File: src/include/eprom_guard_defs.svh
// Constants for the EPROM access guard
`ifndef EPROM_GUARD_DEFS_SVH
`define EPROM_GUARD_DEFS_SVH

`define REG_LEVEL 12'h000
`define REG_MEMCFG 12'h004
`define REG_STATUS 12'h008
`define REG_VIOL 12'h00C
`define REG_PROG 12'h010

`define CFG_ROM_BIT 0
`define CFG_RAM_BIT 1
`define LEVEL_RESET 2'h3
`define MEMCFG_RESET 2'h3
`define BLOCKED_BYTE 8'hFF
`define CRYPT_KEY 8'hA5

`define RAM_LOW_LAST 16'h01FF
`define RAM_HIGH_FIRST 16'h0200
`define RAM_HIGH_LAST 16'h02FF
`define ROM_LOW_FIRST 16'hC000
`define ROM_LOW_LAST 16'hDFFF
`define ROM_HIGH_FIRST 16'hE000

`endif

File: src/include/eprom_guard_pkg.sv
// Types for the EPROM access guard
package eprom_guard_pkg;

  typedef enum logic [1:0] {
    SRC_EPROM = 2'b00,
    SRC_RAM = 2'b01,
    SRC_EXTERNAL = 2'b10,
    SRC_NONE = 2'b11
  } region_t;

  typedef enum logic [1:0] {
    ACC_FETCH = 2'b00,
    ACC_OPERAND = 2'b01,
    ACC_VECTOR = 2'b10,
    ACC_WRITE = 2'b11
  } access_kind_t;

  typedef struct packed {
    logic valid;
    access_kind_t kind;
    logic [15:0] addr;
    logic [7:0] wdata;
  } core_req_t;

  typedef struct packed {
    logic valid;
    logic write;
    logic config_sel;
    logic [13:0] addr;
    logic [7:0] wdata;
  } prog_req_t;

  typedef struct packed {
    logic rom_on;
    logic ram_on;
    logic external;
    logic error;
  } route_t;

endpackage

File: src/core/eprom_access_guard.sv
// EPROM access guard: security levels, runtime protection, memory enables
//
// The AHB-Lite slave port and the address map were decided locally.
`timescale 1ns/1ps
`default_nettype none
`include "eprom_guard_defs.svh"

module eprom_access_guard
  import eprom_guard_pkg::*;
#(
  parameter int ROM_AW = 14
)
(
  // Clock and reset
  input wire logic clk_sys,
  input wire logic rst_n,
  // Mode pins
  input wire logic external_memory_select,
  input wire logic eprom_mode,
  input wire logic extended_address_enable,
  // Core side
  input wire core_req_t core_req,
  input wire logic [7:0] core_rom_rdata,
  output logic [7:0] core_rdata,
  output logic core_rvalid,
  output logic core_illegal,
  output logic core_external,
  // Programmer side
  input wire prog_req_t prog_req,
  input wire logic [7:0] prog_rom_rdata,
  output logic [7:0] prog_rdata,
  output logic prog_rvalid,
  output logic prog_refused,
  // EPROM array write port
  output logic rom_we,
  output logic [ROM_AW-1:0] rom_waddr,
  output logic [7:0] rom_wdata,
  // AHB-Lite slave
  input wire logic hsel,
  input wire logic [11:0] haddr,
  input wire logic [1:0] htrans,
  input wire logic hwrite,
  input wire logic [2:0] hsize,
  input wire logic [31:0] hwdata,
  input wire logic hready,
  output logic [31:0] hrdata,
  output logic hreadyout,
  output logic hresp
);

  // Configuration bytes: level bits and memory_config_byte
  logic [1:0] level_reg;
  logic [1:0] memory_config_byte_reg;
  logic ext_mem_reg;
  logic ext_mem_pending_reg;
  logic opcode_in_eprom_reg;
  logic [7:0] viol_count_reg;
  logic [7:0] prog_count_reg;
  logic [7:0] core_rdata_reg;
  logic core_rvalid_reg;
  logic core_illegal_reg;
  logic core_external_reg;
  logic [7:0] prog_rdata_reg;
  logic prog_rvalid_reg;
  logic prog_refused_reg;
  logic rom_we_reg;
  logic [ROM_AW-1:0] rom_waddr_reg;
  logic [7:0] rom_wdata_reg;
  logic [31:0] hrdata_reg;
  logic ahb_wr_pend_reg;
  logic ahb_rd_pend_reg;
  logic [11:0] ahb_addr_reg;

  region_t core_region;
  logic region_illegal;
  logic prog_allowed;
  logic read_protected;
  logic operand_blocked;

  function automatic logic [7:0] crypt(input logic [7:0] d, input logic [ROM_AW-1:0] a);
    crypt = d ^ `CRYPT_KEY ^ a[7:0];
  endfunction

  region_decoder u_region (
    .addr(core_req.addr),
    .rom_low_en(memory_config_byte_reg[`CFG_ROM_BIT]),
    .ram_high_en(memory_config_byte_reg[`CFG_RAM_BIT]),
    .ext_mem(ext_mem_reg),
    .ext_addr_en(extended_address_enable),
    .region(core_region),
    .illegal(region_illegal)
  );

  // Only level 3 may program
  assign prog_allowed = (level_reg == 2'h3);
  assign read_protected = (level_reg == 2'h1) || (level_reg == 2'h0);
  // Operand reads of EPROM by foreign opcodes are blocked at levels 0 and 1
  assign operand_blocked = read_protected && !opcode_in_eprom_reg;

  // External pin captured at reset release
  always_ff @(posedge clk_sys) begin
    if (!rst_n) begin
      ext_mem_pending_reg <= 1'b1;
      ext_mem_reg <= 1'b0;
    end else if (ext_mem_pending_reg) begin
      ext_mem_pending_reg <= 1'b0;
      ext_mem_reg <= external_memory_select;
    end
  end

  // Opcode source flag; updated on every opcode fetch outside EPROM mode
  always_ff @(posedge clk_sys) begin
    if (!rst_n) begin
      opcode_in_eprom_reg <= 1'b1;
    end else if (!eprom_mode && core_req.valid && core_req.kind == ACC_FETCH) begin
      opcode_in_eprom_reg <= (core_region == SRC_EPROM);
    end
  end

  // Core read path
  always_ff @(posedge clk_sys) begin
    if (!rst_n) begin
      core_rdata_reg <= 8'h00;
      core_rvalid_reg <= 1'b0;
      core_illegal_reg <= 1'b0;
      core_external_reg <= 1'b0;
    end else begin
      core_rvalid_reg <= 1'b0;
      core_illegal_reg <= 1'b0;
      core_external_reg <= 1'b0;
      if (!eprom_mode && core_req.valid) begin
        core_illegal_reg <= region_illegal;
        core_external_reg <= (core_region == SRC_EXTERNAL);
        if (core_region == SRC_EPROM && core_req.kind != ACC_WRITE) begin
          core_rvalid_reg <= 1'b1;
          if (core_req.kind == ACC_OPERAND && operand_blocked) begin
            core_rdata_reg <= `BLOCKED_BYTE;
          end else begin
            core_rdata_reg <= core_rom_rdata;
          end
        end
      end
    end
  end

  // Violation counter for software visibility
  always_ff @(posedge clk_sys) begin
    if (!rst_n) begin
      viol_count_reg <= 8'h00;
    end else if (!eprom_mode && core_req.valid && core_region == SRC_EPROM
                 && core_req.kind == ACC_OPERAND && operand_blocked
                 && viol_count_reg != 8'hFF) begin
      viol_count_reg <= viol_count_reg + 8'h01;
    end
  end

  // Programmer path, only in EPROM mode
  always_ff @(posedge clk_sys) begin
    if (!rst_n) begin
      prog_rdata_reg <= 8'h00;
      prog_rvalid_reg <= 1'b0;
      prog_refused_reg <= 1'b0;
      rom_we_reg <= 1'b0;
      rom_waddr_reg <= '0;
      rom_wdata_reg <= 8'h00;
    end else begin
      prog_rvalid_reg <= 1'b0;
      prog_refused_reg <= 1'b0;
      rom_we_reg <= 1'b0;
      if (eprom_mode && prog_req.valid) begin
        if (prog_req.write) begin
          if (!prog_allowed) begin
            prog_refused_reg <= 1'b1;
          end else if (!prog_req.config_sel) begin
            rom_we_reg <= 1'b1;
            rom_waddr_reg <= prog_req.addr[ROM_AW-1:0];
            rom_wdata_reg <= prog_req.wdata;
          end
        end else begin
          prog_rvalid_reg <= 1'b1;
          if (prog_req.config_sel) begin
            prog_rdata_reg <= {4'h0, memory_config_byte_reg, level_reg};
          end else if (level_reg == 2'h0) begin
            prog_rdata_reg <= `BLOCKED_BYTE;
            prog_refused_reg <= 1'b1;
          end else if (level_reg == 2'h1) begin
            prog_rdata_reg <= crypt(prog_rom_rdata, prog_req.addr[ROM_AW-1:0]);
          end else begin
            prog_rdata_reg <= prog_rom_rdata;
          end
        end
      end
    end
  end

  // Configuration bytes; writes only take EPROM bits from 1 to 0, reset sets them back to 1
  always_ff @(posedge clk_sys) begin
    if (!rst_n) begin
      level_reg <= `LEVEL_RESET;
      memory_config_byte_reg <= `MEMCFG_RESET;
    end else if (eprom_mode && prog_req.valid && prog_req.write
                 && prog_req.config_sel && prog_allowed) begin
      level_reg <= level_reg & prog_req.wdata[1:0];
      memory_config_byte_reg <= memory_config_byte_reg & prog_req.wdata[3:2];
    end
  end

  // Programming counter
  always_ff @(posedge clk_sys) begin
    if (!rst_n) begin
      prog_count_reg <= 8'h00;
    end else if (rom_we_reg && prog_count_reg != 8'hFF) begin
      prog_count_reg <= prog_count_reg + 8'h01;
    end
  end

  // AHB-Lite slave: zero wait states, always OKAY
  always_ff @(posedge clk_sys) begin
    if (!rst_n) begin
      ahb_wr_pend_reg <= 1'b0;
      ahb_rd_pend_reg <= 1'b0;
      ahb_addr_reg <= 12'h000;
    end else if (hready) begin
      ahb_wr_pend_reg <= hsel && htrans[1] && hwrite;
      ahb_rd_pend_reg <= hsel && htrans[1] && !hwrite;
      ahb_addr_reg <= haddr;
    end
  end

  // Read data registered at address phase
  always_ff @(posedge clk_sys) begin
    if (!rst_n) begin
      hrdata_reg <= 32'h0000_0000;
    end else if (hready && hsel && htrans[1] && !hwrite) begin
      if (haddr == `REG_LEVEL) begin
        hrdata_reg <= {30'h0, level_reg};
      end else if (haddr == `REG_MEMCFG) begin
        hrdata_reg <= {30'h0, memory_config_byte_reg};
      end else if (haddr == `REG_STATUS) begin
        hrdata_reg <= {28'h0, eprom_mode, ext_mem_reg, opcode_in_eprom_reg, read_protected};
      end else if (haddr == `REG_VIOL) begin
        hrdata_reg <= {24'h0, viol_count_reg};
      end else if (haddr == `REG_PROG) begin
        hrdata_reg <= {24'h0, prog_count_reg};
      end else begin
        hrdata_reg <= 32'h0000_0000;
      end
    end
  end

  assign hreadyout = 1'b1;
  assign hresp = 1'b0;
  assign hrdata = hrdata_reg;
  assign core_rdata = core_rdata_reg;
  assign core_rvalid = core_rvalid_reg;
  assign core_illegal = core_illegal_reg;
  assign core_external = core_external_reg;
  assign prog_rdata = prog_rdata_reg;
  assign prog_rvalid = prog_rvalid_reg;
  assign prog_refused = prog_refused_reg;
  assign rom_we = rom_we_reg;
  assign rom_waddr = rom_waddr_reg;
  assign rom_wdata = rom_wdata_reg;

endmodule
`default_nettype wire

File: src/core/region_decoder.sv
// Address region decoder for core accesses
`timescale 1ns/1ps
`default_nettype none
`include "eprom_guard_defs.svh"

module region_decoder
  import eprom_guard_pkg::*;
(
  // Access
  input wire logic [15:0] addr,
  // Configuration
  input wire logic rom_low_en,
  input wire logic ram_high_en,
  input wire logic ext_mem,
  input wire logic ext_addr_en,
  // Result
  output region_t region,
  output logic illegal
);

  always_comb begin
    region = SRC_NONE;
    illegal = 1'b0;
    if (addr <= `RAM_LOW_LAST) begin
      region = SRC_RAM;
    end else if (addr >= `RAM_HIGH_FIRST && addr <= `RAM_HIGH_LAST) begin
      // Upper RAM block (0x0200-0x02FF, a third of the RAM) gated by configuration
      if (ram_high_en) begin
        region = SRC_RAM;
      end else begin
        region = ext_addr_en ? SRC_EXTERNAL : SRC_NONE;
        illegal = !ext_addr_en;
      end
    end else if (addr >= `ROM_LOW_FIRST) begin
      // Pin routes the whole EPROM range off chip
      if (ext_mem) begin
        region = SRC_EXTERNAL;
      end else if (addr >= `ROM_HIGH_FIRST || rom_low_en) begin
        region = SRC_EPROM;
      end else begin
        region = ext_addr_en ? SRC_EXTERNAL : SRC_NONE;
        illegal = !ext_addr_en;
      end
    end else begin
      region = ext_addr_en ? SRC_EXTERNAL : SRC_NONE;
      illegal = !ext_addr_en;
    end
  end

endmodule
`default_nettype wire

File: config.mk
export PLATFORM = sky130hd
export DESIGN_NAME = eprom_access_guard
export DESIGN_NICKNAME = d
export VERILOG_FILES = /design/src/include/eprom_guard_pkg.sv /design/src/core/eprom_access_guard.sv /design/src/core/region_decoder.sv
export VERILOG_INCLUDE_DIRS = /design/src /design/src/include
export SDC_FILE = /design/constraint.sdc
export NUM_CORES = 1
export LEC_CHECK = 0
export BUFFER_PORTS_ARGS = -buffer_cell sky130_fd_sc_hd__clkbuf_2
export CORE_UTILIZATION = 44
export CTS_CLUSTER_SIZE = 12
export DETAILED_ROUTE_END_ITERATION = 7
export PLACE_DENSITY = 0.8
export SETUP_SLACK_MARGIN = 0.05
export SLEW_MARGIN = 20
export SYNTH_ARGS = -nofsm -noshare
export SYNTH_HDL_FRONTEND = slang
export SYNTH_HIERARCHICAL = 1
export SYNTH_SLANG_ARGS = --single-unit
File: constraint.sdc
create_clock -name clk_sys -period 2.6 [get_ports clk_sys]
set_input_delay 0.39 -clock clk_sys [delete_from_list [all_inputs] [get_ports clk_sys]]
set_output_delay 0.39 -clock clk_sys [all_outputs]
set_load 0.1 [all_outputs]
; Word level (Yosys, flattened, before mapping)
; Cells that the tools add are included.
[totals]
ff_bits = 99
input_bits = 125
output_inout_bits = 78
[classes]
addsub = 2
bitwise_logic = 8
n_lt_le_gt_ge = 5
n_reduce_logical = 35
muxes = 29
eq_ne = 11
[op_table]
columns = cell, count
row1 = 8-bit two-way mux, 9
row2 = 16-bit greater-or-equal comparator (second input constant), 2
row3 = 12-bit by 4-bit == test with 1-bit output (second input constant), 2
row4 = 1-bit logical AND, 18
row5 = 8-bit by 1-bit adder with 8-bit output (second input constant), 2
row6 = 16-bit by 10-bit greater-or-equal comparator with 1-bit output (second input constant), 1
row7 = 16-bit by 10-bit less-or-equal comparator with 1-bit output (second input constant), 1
row8 = 16-bit by 9-bit less-or-equal comparator with 1-bit output (second input constant), 1
row9 = 8-bit inequality test (second input constant), 2
row10 = 1-bit two-way mux, 14
row11 = 12-bit by 3-bit == test with 1-bit output (second input constant), 1
row12 = 12-bit by 5-bit == test with 1-bit output (second input constant), 1
row13 = 12-bit logical NOT, 1
row14 = 2-bit two-way mux, 6
row15 = 2-bit AND reduction, 4
row16 = 4-bit AND reduction, 2
row17 = 8-bit XOR, 1
row18 = 2-bit logical NOT, 3
row19 = 2-bit bitwise AND, 2
row20 = 2-bit by 1-bit == test with 1-bit output (second input constant), 2
row21 = 2-bit == test (second input constant), 2
row22 = 1-bit logical NOT, 4
row23 = 1-bit inverter, 4
row24 = 4-bit inverter, 1
row25 = other kinds (3), 4

; Depth between registers and ports, before layout
[logic_depth]
ltp_word = 12
depth_mapped = 8

; Modules after synthesis
; Netlist, hierarchy kept.
[modules_own_cells]
columns = module, seq_area_each_um2, n_inst, area_per_inst_um2, cells_per_inst
row1 = eprom_access_guard, 1501.4, 1, 3450.8, 414
row2 = region_decoder, 0.0, 1, 121.4, 17

; Worst setup path before layout
; Ideal clock, no wire load.
[synth_path]
path_type = input to register
from = in core_req[22] (netlist bit)
to = reg core_rdata_reg[5], in the netlist core_rdata[5]
path_slack_ps = 226
required_time_ps = 2514
stages = 8
n_path_buf = 1
arrival_ps = 2288
cell_sequence = nor4_4 and2_1 a21oi_1 nor4b_2 a21boi_1 clkbuf_1 nor2_1 a211oi_1
[synth_via]
elab_chain_cells = 10
[synth_lines]
columns = element, line_no
row1 = "start, declared", eprom_access_guard.sv:22  ; input wire core_req_t core_req,
row2 = 16-bit greater-or-equal comparator (no line), n/a
row3 = 1-bit logical OR, region_decoder.sv:38  ; end else if (addr >= `ROM_HIGH_FIRST || rom_low_en) begin
row4 = 2-bit two-way mux, region_decoder.sv:38
row5 = 2-bit two-way mux, region_decoder.sv:36  ; if (ext_mem) begin
row6 = 2-bit two-way mux, region_decoder.sv:34  ; end else if (addr >= `ROM_LOW_FIRST) begin
row7 = 2-bit two-way mux, region_decoder.sv:26  ; end else if (addr >= `RAM_HIGH_FIRST && addr <= `RAM_HIGH_LAST) begin
row8 = 2-bit two-way mux *, region_decoder.sv:24  ; if (addr <= `RAM_LOW_LAST) begin
row9 = net core_region[1], eprom_access_guard.sv:74  ; region_t core_region;
row10 = 2-bit logical NOT *, eprom_access_guard.sv:134  ; if (core_region == SRC_EPROM && core_req.kind != ACC_WRITE) begin
row11 = 1-bit logical AND *, eprom_access_guard.sv:134
row12 = 2-bit AND reduction (no line) *, n/a
row13 = "end signal, assigned", eprom_access_guard.sv:137  ; core_rdata_reg <= `BLOCKED_BYTE;
row14 = "end signal, assigned", eprom_access_guard.sv:139  ; core_rdata_reg <= core_rom_rdata;
row15 = "end, declared", eprom_access_guard.sv:59  ; logic [7:0] core_rdata_reg;
; Mark *: on every way through the listed nets, which the timed path passes. The rest lies on a longest branch.
; A chain may end at the register's enable or synchronous reset.

; Worst setup path in the final report
[layout_path]
from = reg memory_config_byte_reg[0]
to = reg viol_count_reg[7]
[layout_via]
elab_chain_cells = 11
[layout_lines]
columns = element, line_no
row1 = "start, declared", eprom_access_guard.sv:53  ; logic [1:0] memory_config_byte_reg;
row2 = "start signal, assigned", eprom_access_guard.sv:200  ; memory_config_byte_reg <= `MEMCFG_RESET;
row3 = "start signal, assigned", eprom_access_guard.sv:204  ; memory_config_byte_reg <= memory_config_byte_reg & prog_req.wdata[3:2];
row4 = 1-bit logical OR, region_decoder.sv:38
row5 = 2-bit two-way mux, region_decoder.sv:38
row6 = 2-bit two-way mux, region_decoder.sv:36
row7 = 2-bit two-way mux, region_decoder.sv:34
row8 = 2-bit two-way mux, region_decoder.sv:26
row9 = 2-bit two-way mux, region_decoder.sv:24
row10 = net core_region[0], eprom_access_guard.sv:74
row11 = 2-bit logical NOT, eprom_access_guard.sv:150  ; end else if (!eprom_mode && core_req.valid && core_region == SRC_EPROM
row12 = 1-bit logical AND, eprom_access_guard.sv:150
row13 = 1-bit logical AND (2 in series), eprom_access_guard.sv:151  ; && core_req.kind == ACC_OPERAND && operand_blocked
row14 = 1-bit logical AND, eprom_access_guard.sv:152  ; && viol_count_reg != 8'hFF) begin
row15 = "end signal, assigned", eprom_access_guard.sv:153  ; viol_count_reg <= viol_count_reg + 8'h01;
row16 = "end, declared", eprom_access_guard.sv:57  ; logic [7:0] viol_count_reg;
; The timed path passes the listed nets, and every way through them passes these cells.

==> impl_metrics.json <==
{
  "status": "finished, final reports clean",
  "min-delay-start": "prog_req[6]",
  "numCtsBuffers": 9,
  "cts_resized": 0,
  "met3_length_um": 582,
  "intPower_mw": 1.631,
  "crit_family": "simple AND/OR/NAND/NOR gates",
  "p_switching_mw": 0.8024,
  "final_common_cell": "clkbuf_2",
  "synthCells": 431,
  "post-route-util_pct": 56.20,
  "cts_tree": "yes",
  "first_iter_violations": 102,
  "rsz0062_at_grt": "false",
  "grtUsageTotal_pct": 21.35,
  "setup_violations": 0,
  "clk_latency_ns": 0.34,
  "whs_endpoint": "rom_wdata[6]$_SDFFE_PN0P_",
  "ys_top_cells_by_area": "dfxtp_1 (42%), nand2_1 (6.4%), a21oi_1 (5.5%)",
  "cts_sinks": 75,
  "synth_top_area_share_pct": 42.03,
  "slew_violations": 0,
  "finalSetupTns_ns": 0,
  "p_per_area_nw_per_um2": 554.6,
  "crit_type": "flop to flop",
  "vias_per_cell": 5.293,
  "layout_common_cells": "clkbuf_2 (124), dfxtp_1 (75), nand2_1 (61), nor2_1 (44), a21oi_1 (39)",
  "core.rowCount": 32,
  "drc_errors": 0,
  "cpMaxStageDelayCell": "nor4b_2",
  "path_buf_inv": 0,
  "layout-drive-gt1-share_pct": 28.60,
  "antenna_found_initial": 0,
  "sw_frac_of_total_pct": 32.97,
  "synth-edff-count": 0,
  "cts_setup_buffers": 0,
  "die_width_um": 92.11,
  "postCtsHoldBufs": 0,
  "critical_path.cell_chain": "o311a_1, nor2_1, a21o_1, nor4b_2, o2111ai_1, or3_1, a21oi_1",
  "syn_area_sq_um": 3572,
  "avgSynthCellArea_sq_um": 8.288,
  "reg2regPathDepth": 7,
  "holdPathStages": 3,
  "grt_pass1_vias": 3313,
  "period_minus_slack_ns": 2.312,
  "max_freq_ghz": 0.4324,
  "worstPathRequired_ns": 2.87,
  "ant_nets": 0,
  "min_path_type": "input pin to flop",
  "worstMarginPinSlew_ns": 0.8253,
  "fin_nets": 679,
  "wl_per_cell_um": 13.51,
  "synthFlopType": "dfxtp_1",
  "ys_types": 51,
  "wl_met2_um": 4351,
  "overflow": 0,
  "grt_pass1_wl_um": 14580,
  "io_buffers": 124,
  "p_leak_nw": 1.954,
  "r2r_start": "memory_config_byte_reg[0]$_SDFFE_PN1P_",
  "gp_congestion": 0.7809,
  "seqPwrFrac_pct": 48.5,
  "cts_buffer_depth": 2,
  "arrival_ns": 2.58,
  "path_max_fanout": 5,
  "synth_top_area_cell": "dfxtp_1",
  "min_period_over_period_pct": 88.94,
  "grt_max_degree": 36,
  "ctsHtreeMaxLevel": 3,
  "pwr-share-comb_pct": 20.0,
  "yosysSeqAreaShare_pct": 42.03,
  "pin_count": 203,
  "maxSlewHeadroom_pct": 44.98,
  "die_area_sq_um": 8483,
  "dr_total_vias": 3483,
  "areaGrowthSynthToFinish_pct": 22.84,
  "clk_pin_slew_ns": 0.08,
  "hold_slack_ns": 0.2683,
  "fp.dieH_um": 92.11,
  "finalClockSkew_ns": 0.006103,
  "drt_wl_total_um": 8891,
  "r2r_slack_ns": 0.29,
  "critPathCaptureType": "flop",
  "dr.pass1.iters": 6,
  "start_util_pct": 45.75,
  "clockPowerShare_pct": 31.5,
  "highest_layer": "met4",
  "maxCapViolations": 0,
  "vdd_drop_max_mv": 0.3009,
  "finalHoldViolCount": 0,
  "r2r-end": "viol_count_reg[7]$_SDFFE_PN0P_",
  "drt-met1-wl_um": 3824,
  "slowest_delay_ns": 0.49,
  "ys_warn_count": 6,
  "largest_reg_flops": 14,
  "root_buffer": "clkbuf_8",
  "ys_ff_latch": 75,
  "synth-async-reset-ratio_pct": 0,
  "fp.coreArea_sq_um": 7807,
  "dp_hpwl_um": 6646,
  "n_antenna_cell": 0,
  "worstSetupStartpointType": "flop"
}
## power groups by stage
stage,sequential [mW],clock (mW),combinational [mW]
final,1.18,0.766,0.488
after detailed placement,1.21,0,0.487
after CTS,1.18,0.786,0.488
after global routing,1.18,0.848,0.514
after floorplan,1.32,0,0.295
after global placement,1.21,0,0.479
## cells by family after synthesis
logic type | synth area share (%)
buffers and inverters | 8.617
other | 0.2102
flip-flops | 42.03
AO/OA/AOI/OAI | 19.72
multiplexers | 3.012
XOR/XNOR | 1.471
adder cells (fa/ha/maj) | 0.7004
AND/OR/NAND/NOR | 24.24
## worst min-delay path, stage by stage
cell      delay, ns
clkbuf_2       0.08
nand2_1        0.04
a21oi_1        0.05
## cells in the mapped netlist (4+ instances only)
cell,number
mux2_2,6
nor2_1,44
o21ai_0,19
mux2i_1,4
nand3_1,8
nor3_1,6
nor2b_1,7
clkbuf_1,21
dfxtp_1,75
nand2_1,61
a21oi_1,39
or3_1,6
inv_1,9
nand2b_1,7
a221o_1,4
and3_1,7
a22o_1,8
nor3b_1,4
a32oi_1,4
and2_1,4
a211oi_1,11
buf_4,26
## per-stage QoR
stage	worst slack [ns]	power, mW	std cells	cell area, sq um
3_5_place_dp	0.02843	1.693	643	4228
5_1_grt	0.06236	2.544	658	4388
2_1_floorplan	0.2262	1.611	455	3662
3_3_place_gp	0.1208	1.685	643	4228
6_report	0.2876	2.434	658	4388
4_1_cts	0.3069	2.454	658	4388
## how the worst max path moves through the flow
stage / slack, ns / from / depth (start not counted) / endpoint
floorplan: 0.23 / core_req[22] / 8 / core_rdata[5]$_SDFFE_PN0P_
global placement: 0.12 / core_req[22] / 8 / viol_count_reg[7]$_SDFFE_PN0P_
detailed placement: 0.03 / core_req[22] / 8 / viol_count_reg[7]$_SDFFE_PN0P_
CTS: 0.31 / memory_config_byte_reg[0]$_SDFFE_PN1P_ / 7 / viol_count_reg[7]$_SDFFE_PN0P_
global route: 0.06 / memory_config_byte_reg[0]$_SDFFE_PN1P_ / 7 / viol_count_reg[7]$_SDFFE_PN0P_
finish: 0.29 / memory_config_byte_reg[0]$_SDFFE_PN1P_ / 7 / viol_count_reg[7]$_SDFFE_PN0P_
## area by class of cell
cell class / instances / area [sq um]
clock buffers: 12 / 145.1
clock inverters: 3 / 15.01
fillers: 723 / 3420
inverters: 9 / 33.78
multi-input cells: 324 / 1864
flip-flops and latches: 75 / 1501
well taps: 102 / 127.6
repair buffers: 133 / 700.7
## per-layer routing
metal | GRT usage, % | vias up
li1 | - | 1715
met2 | 37.19 | 133
met4 | 9.115 | 0
met1 | 25.27 | 1623
met3 | 4.478 | 12
met5 | 0 | -
Power figures use the tool's default switching activity.
